### src/rtl/spm_pkg.sv
// Constants shared by the serial port modules.
package spm_pkg;
	// Register indices; the APB byte address is four times the index.
	localparam logic [7:0]  IDX_DATA   = 8'h21;
	localparam logic [7:0]  IDX_CTRL   = 8'h22;
	localparam logic [7:0]  IDX_STAT   = 8'h23;
	localparam int          ADDR_W     = 12;
	// Control field positions.
	localparam int          CB_IRQ_EN  = 7;
	localparam int          CB_PORT_EN = 6;
	localparam int          CB_DIV_DIS = 5;
	localparam int          CB_MASTER  = 4;
	localparam int          CB_IDLE    = 3;
	localparam int          CB_PHASE   = 2;
	// Status field positions.
	localparam int          SB_DONE    = 7;
	localparam int          SB_WRITE_COLLISION_FLAG    = 6;
	localparam int          SB_MODE_FAULT_FLAG    = 4;
	localparam logic [7:0]  CTRL_RST   = 8'h00;
	localparam logic [7:0]  STAT_RST   = 8'h00;
	// Half serial clock periods in pclk cycles.
	localparam logic [6:0]  HALF_2     = 7'h01;
	localparam logic [6:0]  HALF_8     = 7'h04;
	localparam logic [6:0]  HALF_16    = 7'h08;
	localparam logic [6:0]  HALF_32    = 7'h10;
	localparam logic [6:0]  HALF_64    = 7'h20;
	localparam logic [6:0]  HALF_128   = 7'h40;
	localparam logic [4:0]  LAST_EDGE  = 5'h0F;
	localparam logic [3:0]  LAST_BIT   = 4'h7;
	// Pin synchroniser order: sck, mosi, miso, select.
	localparam int          SYNC_N     = 4;
	localparam logic [3:0]  SYNC_RST   = 4'h8;
endpackage

### src/rtl/spm_shift_if.sv
// Control and data link between the port core and its shift register.
`timescale 1ns/100ps
`default_nettype none
interface spm_shift_if;
	logic       load;
	logic [7:0] ld_data;
	logic       sample;
	logic       in_bit;
	logic       launch;
	logic [7:0] sr;
	logic       out_bit;
	modport ctl (output load, ld_data, sample, in_bit, launch,
		input sr, out_bit);
	modport sh  (input load, ld_data, sample, in_bit, launch,
		output sr, out_bit);
endinterface
`default_nettype wire

### src/rtl/spm_shift.sv
// Eight bit shift register with a separately launched output bit.
`timescale 1ns/100ps
`default_nettype none
module spm_shift (
	input  wire logic pclk,
	input  wire logic presetn,
	spm_shift_if.sh   sif
);
	// The output bit is held apart from the register so that capture and
	// launch can fall on different serial clock edges.
	always_ff @(posedge pclk or negedge presetn) begin
		if (!presetn) begin
			sif.sr <= 8'h00;
			sif.out_bit <= 1'b0;
		end else if (sif.load) begin
			sif.sr <= sif.ld_data;
			sif.out_bit <= sif.ld_data[7];
		end else begin
			if (sif.sample)
				sif.sr <= {sif.sr[6:0], sif.in_bit};
			if (sif.launch)
				sif.out_bit <= sif.sr[7];
		end
	end
endmodule
`default_nettype wire

### src/rtl/spm_baud.sv
// Serial clock rate divider giving a one-cycle tick per half period.
`timescale 1ns/100ps
`default_nettype none
module spm_baud
	import spm_pkg::*;
(
	input  wire logic       pclk,
	input  wire logic       presetn,
	input  wire logic       clr,
	input  wire logic       en,
	input  wire logic       div_dis,
	input  wire logic [1:0] rate,
	output logic            tick
);
	logic [6:0] cnt_reg;
	logic [6:0] half;

	always_comb begin
		case ({div_dis, rate})
		3'b100:  half = HALF_2;
		3'b000:  half = HALF_8;
		3'b001:  half = HALF_16;
		3'b110:  half = HALF_32;
		3'b010:  half = HALF_64;
		3'b011:  half = HALF_128;
		default: half = HALF_2;
		endcase
	end

	assign tick = en && (cnt_reg == half - 7'h01);

	always_ff @(posedge pclk or negedge presetn) begin
		if (!presetn)
			cnt_reg <= 7'h00;
		else if (clr || tick)
			cnt_reg <= 7'h00;
		else if (en)
			cnt_reg <= cnt_reg + 7'h01;
	end
endmodule
`default_nettype wire

### src/rtl/spm_core.sv
// Serial peripheral port: APB registers, master and slave engines.
//
// Notes on behaviour
// - With done flag set, buffer keeps first byte; later bytes dropped.
// - No flag or interrupt reports a receive overrun.
// - Wait state has no effect; interrupt request stays live.
// - Halt freezes all registers; own events cannot end halt. Here the bus registers, irq and miso_oe still update.
// - One interrupt: enable and (done flag or mode fault flag).
// - Port enable connects pins; reset 0; cleared by mode fault.
// - Master clock divide by 2,8,16,32,64,128 from three rate bits.
// - Rate bits unused in slave mode; clock comes from master.
// - Master select chooses mode, swaps pins; cleared on mode fault.
// - Idle level bit sets clock level between transfers.
// - Phase bit picks first or second edge as first capture.
// - Done flag set at end; cleared by status then data access.
// - Data writes ignored while done flag is set.
// - Data write during transfer sets collision flag, is discarded.
// - Select low in master sets fault; status then control clears.
// - Master transfer starts only on a data register write.
// - Received byte copied to buffer as done sets; reads see it.
// - Data write loads the transmit shift register directly.
// - Slave without new data echoes the previously received byte.
// - Eight clock pulses per byte, most significant bit first.
// - Collision flag never raises the interrupt.
// - During mode fault, setting enable or master needs clearing write.
//
// The APB slave port is this design's own decision.
`timescale 1ns/100ps
`default_nettype none
module spm_core
	import spm_pkg::*;
(
	input  wire logic                       pclk,
	input  wire logic                       presetn,
	input  wire logic [spm_pkg::ADDR_W-1:0] paddr,
	input  wire logic                       psel,
	input  wire logic                       penable,
	input  wire logic                       pwrite,
	input  wire logic [31:0]                pwdata,
	output logic      [31:0]                prdata,
	output logic                            pready,
	output logic                            pslverr,
	input  wire logic                       sck_i,
	output logic                            sck_o,
	output logic                            sck_oe,
	input  wire logic                       mosi_i,
	output logic                            mosi_o,
	output logic                            mosi_oe,
	input  wire logic                       miso_i,
	output logic                            miso_o,
	output logic                            miso_oe,
	input  wire logic                       ss_n_i,
	input  wire logic                       halt_mode,
	output logic                            irq
);
	import spm_pkg::*;

	// ==========================================================
	// Pin synchronisers
	logic [SYNC_N-1:0] pin_in;
	logic [SYNC_N-1:0] s1_reg;
	logic [SYNC_N-1:0] s2_reg;
	logic [SYNC_N-1:0] s3_reg;
	logic [SYNC_N-1:0] lvl_reg;
	assign pin_in = {ss_n_i, miso_i, mosi_i, sck_i};

	genvar gi;
	generate
		for (gi = 0; gi < SYNC_N; gi++) begin : g_sync
			always_ff @(posedge pclk or negedge presetn) begin
				if (!presetn) begin
					s1_reg[gi] <= SYNC_RST[gi];
					s2_reg[gi] <= SYNC_RST[gi];
					s3_reg[gi] <= SYNC_RST[gi];
					lvl_reg[gi] <= SYNC_RST[gi];
				end else begin
					s1_reg[gi] <= pin_in[gi];
					s2_reg[gi] <= s1_reg[gi];
					s3_reg[gi] <= s2_reg[gi];
					if (s2_reg[gi] == s3_reg[gi])
						lvl_reg[gi] <= s3_reg[gi];
				end
			end
		end
	endgenerate

	// ==========================================================
	// State and decode
	logic [7:0] ctrl_reg;
	logic       done_reg;
	logic       write_collision_flag_reg;
	logic       mode_fault_flag_reg;
	logic       arm_done_reg;
	logic       arm_write_collision_flag_reg;
	logic       arm_mode_fault_flag_reg;
	logic [7:0] rx_buf_reg;
	logic       busy_reg;
	logic [4:0] edge_reg;
	logic       sck_reg;
	logic       sck_prev_reg;
	logic [3:0] scnt_reg;
	logic       sact_reg;
	logic [3:0] mcnt_reg;

	spm_shift_if sif ();

	logic run;
	logic acc;
	logic hit_data;
	logic hit_ctrl;
	logic hit_stat;
	logic wr_data;
	logic cr_wr;
	logic is_master;
	logic pen;
	logic clock_idle_level_bit;
	logic clock_phase_bit;
	logic ss_low;
	logic fault;
	logic slv_sel;
	logic sck_edge;
	logic lead;
	logic trail;
	logic slv_busy;
	logic busy_any;
	logic wr_ok;
	logic start;
	logic tick;
	logic m_sample;
	logic m_done;
	logic slv_sample;
	logic s_done;
	logic xfer_done;
	logic [7:0] status;

	// Halt freezes all but the pin synchronisers, forces the interrupt request low and clears miso_oe; the bus still answers but has no effect.
	assign run      = !halt_mode;
	assign acc      = psel && penable && pready && run;
	assign hit_data = acc && (paddr == {2'b00, IDX_DATA, 2'b00});
	assign hit_ctrl = acc && (paddr == {2'b00, IDX_CTRL, 2'b00});
	assign hit_stat = acc && (paddr == {2'b00, IDX_STAT, 2'b00});
	assign wr_data  = hit_data && pwrite;
	assign cr_wr    = hit_ctrl && pwrite;

	assign is_master = ctrl_reg[CB_MASTER];
	assign pen       = ctrl_reg[CB_PORT_EN];
	assign clock_idle_level_bit      = ctrl_reg[CB_IDLE];
	assign clock_phase_bit      = ctrl_reg[CB_PHASE];
	assign ss_low    = !lvl_reg[3];
	assign fault     = run && pen && is_master && ss_low;
	assign slv_sel   = run && pen && !is_master && ss_low;

	// Slave clock comes from the pin; rate bits play no part here.
	assign sck_edge = lvl_reg[0] != sck_prev_reg;
	assign lead     = sck_edge && (lvl_reg[0] != clock_idle_level_bit);
	assign trail    = sck_edge && (lvl_reg[0] == clock_idle_level_bit);
	assign slv_sample = slv_sel && (clock_phase_bit ? trail : lead);
	assign s_done   = slv_sample && (scnt_reg == LAST_BIT);
	// With phase 0 the slave is busy for as long as it is selected, so
	// software must see select high before reloading the data register.
	assign slv_busy = slv_sel && (!clock_phase_bit || sact_reg);

	assign busy_any = busy_reg || slv_busy;
	assign wr_ok    = wr_data && !done_reg && !busy_any;
	assign start    = wr_ok && is_master && pen;
	assign m_sample = tick && (edge_reg[0] == clock_phase_bit);
	assign m_done   = tick && (edge_reg == LAST_EDGE);
	assign xfer_done = m_done || s_done;

	assign status = {done_reg, write_collision_flag_reg, 1'b0, mode_fault_flag_reg, 4'h0};

	spm_baud u_baud (
		.pclk    (pclk),
		.presetn (presetn),
		.clr     (start),
		.en      (busy_reg && run),
		.div_dis (ctrl_reg[CB_DIV_DIS]),
		.rate    (ctrl_reg[1:0]),
		.tick    (tick)
	);

	assign sif.load    = wr_ok;
	assign sif.ld_data = pwdata[7:0];
	assign sif.sample  = m_sample || slv_sample;
	assign sif.in_bit  = is_master ? lvl_reg[2] : lvl_reg[1];
	// While idle the output bit tracks the register, so an unreloaded
	// slave presents the byte it last received.
	assign sif.launch  = (tick && !m_sample)
		|| (slv_sel && (clock_phase_bit ? lead : trail))
		|| (run && !busy_any);

	spm_shift u_shift (
		.pclk    (pclk),
		.presetn (presetn),
		.sif     (sif)
	);

	// ==========================================================
	// APB slave with one wait state
	always_ff @(posedge pclk or negedge presetn) begin
		if (!presetn) begin
			pready <= 1'b0;
			prdata <= 32'h0000_0000;
			pslverr <= 1'b0;
		end else begin
			pready <= psel && penable && !pready;
			pslverr <= 1'b0;
			if (psel && penable && !pready) begin
				prdata <= 32'h0000_0000;
				case (paddr)
				{2'b00, IDX_DATA, 2'b00}: prdata[7:0] <= rx_buf_reg;
				{2'b00, IDX_CTRL, 2'b00}: prdata[7:0] <= ctrl_reg;
				{2'b00, IDX_STAT, 2'b00}: prdata[7:0] <= status;
				default: pslverr <= 1'b1;
				endcase
			end
		end
	end

	// ==========================================================
	// Control register
	always_ff @(posedge pclk or negedge presetn) begin
		if (!presetn) begin
			ctrl_reg <= CTRL_RST;
		end else if (fault) begin
			ctrl_reg[CB_PORT_EN] <= 1'b0;
			ctrl_reg[CB_MASTER] <= 1'b0;
		end else if (cr_wr) begin
			ctrl_reg <= pwdata[7:0];
			if (mode_fault_flag_reg && !arm_mode_fault_flag_reg) begin
				ctrl_reg[CB_PORT_EN] <= pwdata[CB_PORT_EN] && pen;
				ctrl_reg[CB_MASTER] <= pwdata[CB_MASTER] && is_master;
			end
		end
	end

	// ==========================================================
	// Status flags; a setting event wins over a clear
	always_ff @(posedge pclk or negedge presetn) begin
		if (!presetn) begin
			done_reg <= STAT_RST[SB_DONE];
			arm_done_reg <= 1'b0;
		end else if (xfer_done) begin
			done_reg <= 1'b1;
		end else if (arm_done_reg && hit_data) begin
			done_reg <= 1'b0;
			arm_done_reg <= 1'b0;
		end else if (hit_stat && done_reg) begin
			arm_done_reg <= 1'b1;
		end
	end

	always_ff @(posedge pclk or negedge presetn) begin
		if (!presetn) begin
			write_collision_flag_reg <= STAT_RST[SB_WRITE_COLLISION_FLAG];
			arm_write_collision_flag_reg <= 1'b0;
		end else if (wr_data && !done_reg && busy_any) begin
			write_collision_flag_reg <= 1'b1;
		end else if (arm_write_collision_flag_reg && hit_data) begin
			write_collision_flag_reg <= 1'b0;
			arm_write_collision_flag_reg <= 1'b0;
		end else if (hit_stat && !pwrite && write_collision_flag_reg) begin
			arm_write_collision_flag_reg <= 1'b1;
		end
	end

	always_ff @(posedge pclk or negedge presetn) begin
		if (!presetn) begin
			mode_fault_flag_reg <= STAT_RST[SB_MODE_FAULT_FLAG];
			arm_mode_fault_flag_reg <= 1'b0;
		end else if (fault) begin
			mode_fault_flag_reg <= 1'b1;
		end else if (arm_mode_fault_flag_reg && cr_wr) begin
			mode_fault_flag_reg <= 1'b0;
			arm_mode_fault_flag_reg <= 1'b0;
		end else if (hit_stat && mode_fault_flag_reg) begin
			arm_mode_fault_flag_reg <= 1'b1;
		end
	end

	// Overruns are not flagged: later bytes simply never reach the buffer.
	always_ff @(posedge pclk or negedge presetn) begin
		if (!presetn)
			rx_buf_reg <= 8'h00;
		else if (xfer_done && !done_reg) begin
			// A phase 0 master made its last capture one tick before the
			// final edge, so its register already holds the whole byte.
			if (m_done && !m_sample)
				rx_buf_reg <= sif.sr;
			else
				rx_buf_reg <= {sif.sr[6:0], sif.in_bit};
		end
	end

	// Collision is left out of the request on purpose.
	always_ff @(posedge pclk or negedge presetn) begin
		if (!presetn)
			irq <= 1'b0;
		else
			irq <= run && ctrl_reg[CB_IRQ_EN]
				&& (done_reg || mode_fault_flag_reg);
	end

	// ==========================================================
	// Master engine
	always_ff @(posedge pclk or negedge presetn) begin
		if (!presetn) begin
			busy_reg <= 1'b0;
			edge_reg <= 5'h00;
			sck_reg <= 1'b0;
			mcnt_reg <= 4'h0;
		end else if (run) begin
			if (fault || m_done || !is_master) begin
				busy_reg <= 1'b0;
				sck_reg <= clock_idle_level_bit;
			end else if (start) begin
				busy_reg <= 1'b1;
				edge_reg <= 5'h00;
				mcnt_reg <= 4'h0;
				sck_reg <= clock_idle_level_bit;
			end else if (tick) begin
				edge_reg <= edge_reg + 5'h01;
				sck_reg <= !sck_reg;
				if (m_sample)
					mcnt_reg <= mcnt_reg + 4'h1;
			end else if (!busy_reg) begin
				sck_reg <= clock_idle_level_bit;
			end
		end
	end

	// ==========================================================
	// Slave engine
	always_ff @(posedge pclk or negedge presetn) begin
		if (!presetn) begin
			sck_prev_reg <= SYNC_RST[0];
			scnt_reg <= 4'h0;
			sact_reg <= 1'b0;
		end else if (run) begin
			sck_prev_reg <= lvl_reg[0];
			if (!slv_sel) begin
				scnt_reg <= 4'h0;
				sact_reg <= 1'b0;
			end else begin
				if (lead)
					sact_reg <= 1'b1;
				if (s_done) begin
					scnt_reg <= 4'h0;
					sact_reg <= 1'b0;
				end else if (slv_sample) begin
					scnt_reg <= scnt_reg + 4'h1;
				end
			end
		end
	end

	// ==========================================================
	// Pin drivers
	always_ff @(posedge pclk or negedge presetn) begin
		if (!presetn) begin
			sck_o <= 1'b0;
			mosi_o <= 1'b0;
			miso_o <= 1'b0;
			sck_oe <= 1'b0;
			mosi_oe <= 1'b0;
			miso_oe <= 1'b0;
		end else begin
			sck_o <= sck_reg;
			mosi_o <= sif.out_bit;
			miso_o <= sif.out_bit;
			sck_oe <= pen && is_master;
			mosi_oe <= pen && is_master;
			miso_oe <= slv_sel;
		end
	end
endmodule
`default_nettype wire

### config.mk
export PLATFORM = sky130hd
export DESIGN_NAME = spm_core
export DESIGN_NICKNAME = d
export VERILOG_FILES = /design/src/rtl/spm_pkg.sv /design/src/rtl/spm_shift_if.sv /design/src/rtl/spm_shift.sv /design/src/rtl/spm_baud.sv /design/src/rtl/spm_core.sv
export SDC_FILE = /design/constraint.sdc
export NUM_CORES = 1
export LEC_CHECK = 0
export ABC_CLOCK_PERIOD_IN_PS = 3100
export BUFFER_PORTS_ARGS = -buffer_cell sky130_fd_sc_hd__buf_2
export CORE_ASPECT_RATIO = 1.4
export CORE_MARGIN = 1.5
export CORE_UTILIZATION = 54
export CTS_CLUSTER_SIZE = 14
export DETAILED_ROUTE_END_ITERATION = 8
export GPL_TIMING_DRIVEN = 0
export PLACE_DENSITY = 0.89
export SLEW_MARGIN = 25
export SYNTH_ARGS = -nofsm -noshare
export SYNTH_HDL_FRONTEND = slang
export SYNTH_SLANG_ARGS = --single-unit
### constraint.sdc
create_clock -name pclk -period 3.1 [get_ports pclk]
set_input_delay 0.62 -clock pclk [delete_from_list [all_inputs] [get_ports pclk]]
set_output_delay 0.62 -clock pclk [all_outputs]
set_load 0.01 [all_outputs]
======== Word-level counts from Yosys, hierarchy flattened ========
Cells that the tools add are included.
cells by class
  $add $sub $neg .......................... 4
  equal/unequal tests ..................... 21
  mux-type cells .......................... 45
  bitwise gates (word level) .............. 5
  reductions and logical operators ........ 90
operator list
  cell                                                   count
  logical AND 1 bit                                      46
  equality test 12 x 8 -> 1 bit (second input constant)  3
  case mux 7 bit (5 select lines)                        1
  two-way mux 1 bit                                      32
  two-way mux 8 bit                                      3
  case mux 8 bit (3 select lines)                        1
  nonzero test 2 bit                                     12
  two-way mux 7 bit                                      3
  AND reduction 2 bit                                    8
  two-way mux 4 bit                                      3
  logical NOT 1 bit                                      11
  logical OR 1 bit                                       10
  two-way mux 5 bit                                      2
  adder 7 x 1 -> 7 bit (second input constant)           1
  equality test 7 bit                                    1
  subtractor 7 x 1 -> 7 bit (second input constant)      1
  equality test 1 bit                                    6
  equality test 3 x 2 -> 1 bit (second input constant)   2
  != test 3 x 1 -> 1 bit (second input constant)         2
  adder 5 x 1 -> 5 bit (second input constant)           1
  equality test 5 x 4 -> 1 bit (second input constant)   1
  inverter 1 bit                                         5
  adder 4 x 1 -> 4 bit (second input constant)           1
  equality test 4 x 3 -> 1 bit (second input constant)   1
  7 further kinds                                        8
storage, ports and cells
  register bits after elaboration ......... 82
  input bits .............................. 54
  output and inout bits ................... 41
  word-level logic and storage cells ...... 207

======== Longest topological paths before layout ========
  depth in word-level cells ............... 12
  gate-level depth with buffers ........... 10
  mapped depth without buffers ............ 8

======== By module ========
Synthesis repeated with hierarchy kept, for this count alone.
second synthesis, totals
  cell total of the unflattened synthesis .. 380
  area, all modules ....................... 4159.0 sq um
by module, submodules not included
  module     instances  cells each  area each (sq um)  sequential area each (sq um)
  spm_core   1          297         3230.6             1656.6
  spm_baud   1          47          508.0              175.2
  spm_shift  1          36          420.4              225.2

======== Worst setup path before layout ========
No wires, ideal clock.
  kind .................................... register to register
  from .................................... register edge_reg[0]
  to ...................................... register rx_buf_reg[1]
  library setup time ...................... 0.125 ns
  arrival time ............................ 2.363 ns
  required time ........................... 2.975 ns
  setup slack ............................. 0.612 ns
  cell stages (with the launch flop) ...... 11
  path buffers ............................ 2
  clock period less this slack ............ 2.488 ns
  cell sequence ........................... dfrtp_1 ha_1 and3_1 ha_1 clkbuf_1 inv_1 nor3_1 and4_1 buf_2 mux2_2 mux2_2
between the ends
  cells in the longest elaborated chain, start to end .. 5
  elaborated cells on any way between the ends .. 9
RTL lines
  element                                                    RTL line         RTL
  from (decl)                                                spm_core.sv:98   logic [4:0] edge_reg;
  from (signal assigned)                                     spm_core.sv:322  edge_reg <= edge_reg + 5'h01;
  branches (longest 5 deep; another with two-way mux 8 bit)  n/a
  to (signal assigned)                                       spm_core.sv:289  rx_buf_reg <= sif.sr;
  to (signal assigned)                                       spm_core.sv:291  rx_buf_reg <= {sif.sr[6:0], sif.in_bit};
  to (decl)                                                  spm_core.sv:96   logic [7:0] rx_buf_reg;
Parallel ways; which one is timed is not known.
A chain may end at the register's enable or synchronous reset.

======== Worst setup path after layout ========
  from .................................... register edge_reg[0]
  to ...................................... register rx_buf_reg[7]
Same word-level chain as after synthesis.

==> results by group <==
Run status
  – Outcome: finished, final reports clean

Synthesis
  – Post-Synthesis Cells: 373
  – Seq/Total Area, Yosys: 48.8%
  – Synth Flop Type: dfrtp_1
  – Synth Warn #: 0
  – Unique cell type count in the Yosys netlist: 63
  – Synth async-reset ratio: 100%
  – Syn avg cell area: 11.3 um^2
  – Flops & latches, synth: 82
  – Post-synthesis cell area: 0.00422 mm^2
  – Post-synth EDFFs: 0

Die
  – Die W: 77.7 um
  – Io pins: 95
  – Core Footprint: 0.00765 mm^2
  – Die Span Y: 108 um
  – Rows: 38
  – Initial Util: 55.1%
  – Die area: 0.00836 mm^2

Routing
  – Post-DRT Antenna Nets: 0
  – Pre-Repair DR Iteration Count: 4
  – DR WL/cell: 15.7 um
  – Vias per cell: 5.57
  – Final WL: 8.75 mm
  – Vias: 3,101
  – Drc violations: 0
  – DR iter-0 viols: 184

Critical path
  – Max incr delay on CP: 0.46 ns
  – Critical Path Source Type: flop
  – Buffers & Inverters on Critical Path: 2
  – CP Cell Sequence: ha_1 -> and3_1 -> ha_1 -> inv_1 -> nor3_1 -> and4_1 -> buf_2 -> mux2_2 -> mux2_2
  – Largest fanout on the critical path: 9
  – Critical path arrival: 3.06 ns
  – Req. time, crit path: 3.34 ns
  – Crit end category: flop
  – Crit Path Class: reg -> reg
  – Slowest CP cell: dfrtp_1
  – Worst path top cell family by delay: simple AND/OR/NAND/NOR gates

Placement
  – HPWL after DPL: 6.37 mm
  – Placer Congestion: 0.860
  – PortBufs: 45

Timing
  – Clock Skew: 0.0105 ns
  – RSZ-0062 raised after global routing: false
  – Final Max Slew Viols: 0
  – Slew headroom: 59.0%
  – Max Clk Rate: 355 MHz
  – Worst-Margin Slew: 0.610 ns
  – Final Hold Violating Endpoints: 0
  – Final setup TNS: 0 ns
  – Final setup viols: 0
  – Period utilization: 90.8%
  – Fin crit period: 2.82 ns
  – Smallest hold slack: 0.207 ns

GRT
  – Gr usage total: 22.0%
  – Vias in the first global route: 3,081
  – Grt total ovfl: 0
  – Largest net degree at the start of global routing: 51
  – Antenna violations before repair: 0
  – Global-route wire length before repair: 14.2 mm

CTS
  – CTS Buf Count: 9
  – Clock Path Buffers: 2
  – Sinks on Clock Net: 82
  – CTS tree: done
  – Clk Latency, worst-skew pair: 0.36 ns
  – Root buf cell: clkbuf_8
  – Clock-pin slew on the worst setup and hold paths: 0.08 ns
  – CTS HTree Levels: 3
  – Hold_buf cts: 0
  – Post-CTS setup buffers: 0
  – Post-CTS sizing: 0

Cells and area
  – Area growth, synth to finish: 16.5%
  – Final net count: 510
  – Share of cells above drive strength 1: 32.4%
  – Final core utilization: 64.2%
  – Diodes inserted: 0
  – # fillers: 583

Power
  – LEAKAGE: 0.00245 uW
  – Pwr/cell area: 440 mW/mm^2
  – VDD IR-drop max: 295 uV

Min path
  – Worst min path class: in -> async

Job
  – Maxcap violations: 0
-- power breakdown --
group	switching, uW	internal [uW]	leakage, uW	total (uW)
Clock	372	534	0.000114	907
Sequential	16.9	1090	0.00107	1110
Combinational	81.6	62.5	0.00126	144
Total	471	1690	0.00245	2160
-- worst paths after layout --
path                                                             end  slack (ns)               startpoint  cells after the start
worst min-delay path            write_collision_flag_reg$_DFFE_PN0P_        0.21                  presetn                      1
worst max-delay path                       rx_buf_reg[7]$_DFFE_PN0P_        0.28  edge_reg[0]$_DFFE_PN0P_                      9
worst max register to register             rx_buf_reg[7]$_DFFE_PN0P_        0.28  edge_reg[0]$_DFFE_PN0P_                      9
worst min register to register                   s2_reg[1]$_DFF_PN0_        0.35      s1_reg[1]$_DFF_PN0_                      0
max in group asynchronous              u_baud.cnt_reg[5]$_DFFE_PN0P_        2.30                  presetn                      2
min in group pclk                                s2_reg[1]$_DFF_PN0_        0.35      s1_reg[1]$_DFF_PN0_                      0
-- worst register-to-register path, cell delays in order (launching register included) --
cell and delay, ns:
dfrtp_1 0.46, ha_1 0.23, and3_1 0.17, ha_1 0.34, inv_1 0.11, nor3_1 0.30, and4_1 0.23, buf_2 0.22
mux2_2 0.37, mux2_2 0.27
-- placed cells by master, fill, tap and decap left out, types with 5 or more instances in the layout --
cell and n:
nor2_1 23, nand2_1 32, a22oi_1 9, nor2b_1 7, inv_1 12, o31ai_1 9
mux2_2 32, nand4_1 7, a22o_1 9, buf_2 48, nand3_1 7, mux2_4 7
mux2i_1 7, dfrtp_1 78, clkbuf_8 9, o21ai_0 9, xor2_1 7, nand2b_1 8
buf_4 27, a21oi_1 5, conb_1 24, clkbuf_1 7
-- routing by layer --
metal	vias to the layer above	part of all wire [%]	global-route usage (%)
met2	109	53	38.5
met3	27	4.5	4.15
met5	-	0	0
li1	1456	-	-
met4	0	4.0	15.3
met1	1509	39	23.7
-- through the flow --
stage | area [um^2] | power (uW) | worst slack (ns) | cells
2_1_floorplan | 4310 | 1210 | 0.612 | 396
3_3_place_gp | 4660 | 1260 | 0.250 | 541
3_5_place_dp | 4690 | 1270 | 0.152 | 542
4_1_cts | 4920 | 2180 | 0.150 | 558
5_1_grt | 4920 | 2230 | 0.0195 | 557
6_report | 4920 | 2160 | 0.284 | 557
-- synthesized netlist by cell type, types with 3 or more instances --
cell       n  area, um^2
nor2_1    23        86.3
dfstp_2    4         105
a22o_1     9        78.8
mux2i_1    7        70.1
dfrtp_1   78        1950
o22ai_1    3        18.8
clkbuf_1   6        22.5
o21ai_0    9        45.0
buf_4     26         195
nor2b_1    7        43.8
and4_1     3        26.3
a22oi_1    9        67.6
nand2_1   32         120
mux2_4     7         105
inv_1     12        45.0
xor2_1     7        61.3
maj3_1     4        40.0
nand2b_1   8        50.1
nand4_1    7        43.8
buf_2      4        20.0
nand3_1    7        35.0
a21oi_1    5        25.0
ha_1       4        50.1
mux2_2    32         360
xnor2_1    3        26.3
o31ai_1    9        67.6
-- logic make-up (layout without fill, tap and decap cells) --
group,after synthesis,in the layout,synth area share [%]
buffers and inverters,49,110,6.97
adders and majority gates,8,8,2.14
xor gates and xnor gates,10,10,2.08
DFF,82,82,48.8
muxes,48,48,13.2
other,1,24,0.0889
AOI/OAI and AO/OA,69,69,13.2
and+or+nand+nor,106,106,13.6
-- layout make-up --
type,instances,area (um^2),area share [%]
clock inverters,5,103,2.09
multi-input cells,265,1950,39.8
repair buffers,46,255,5.19
flip-flops and latches,82,2060,41.8
plain buffers,36,245,4.99
inverters,12,45.0,0.916
well taps,100,125,2.55
clock buffers,11,131,2.67
Power figures use the tool's default switching activity.
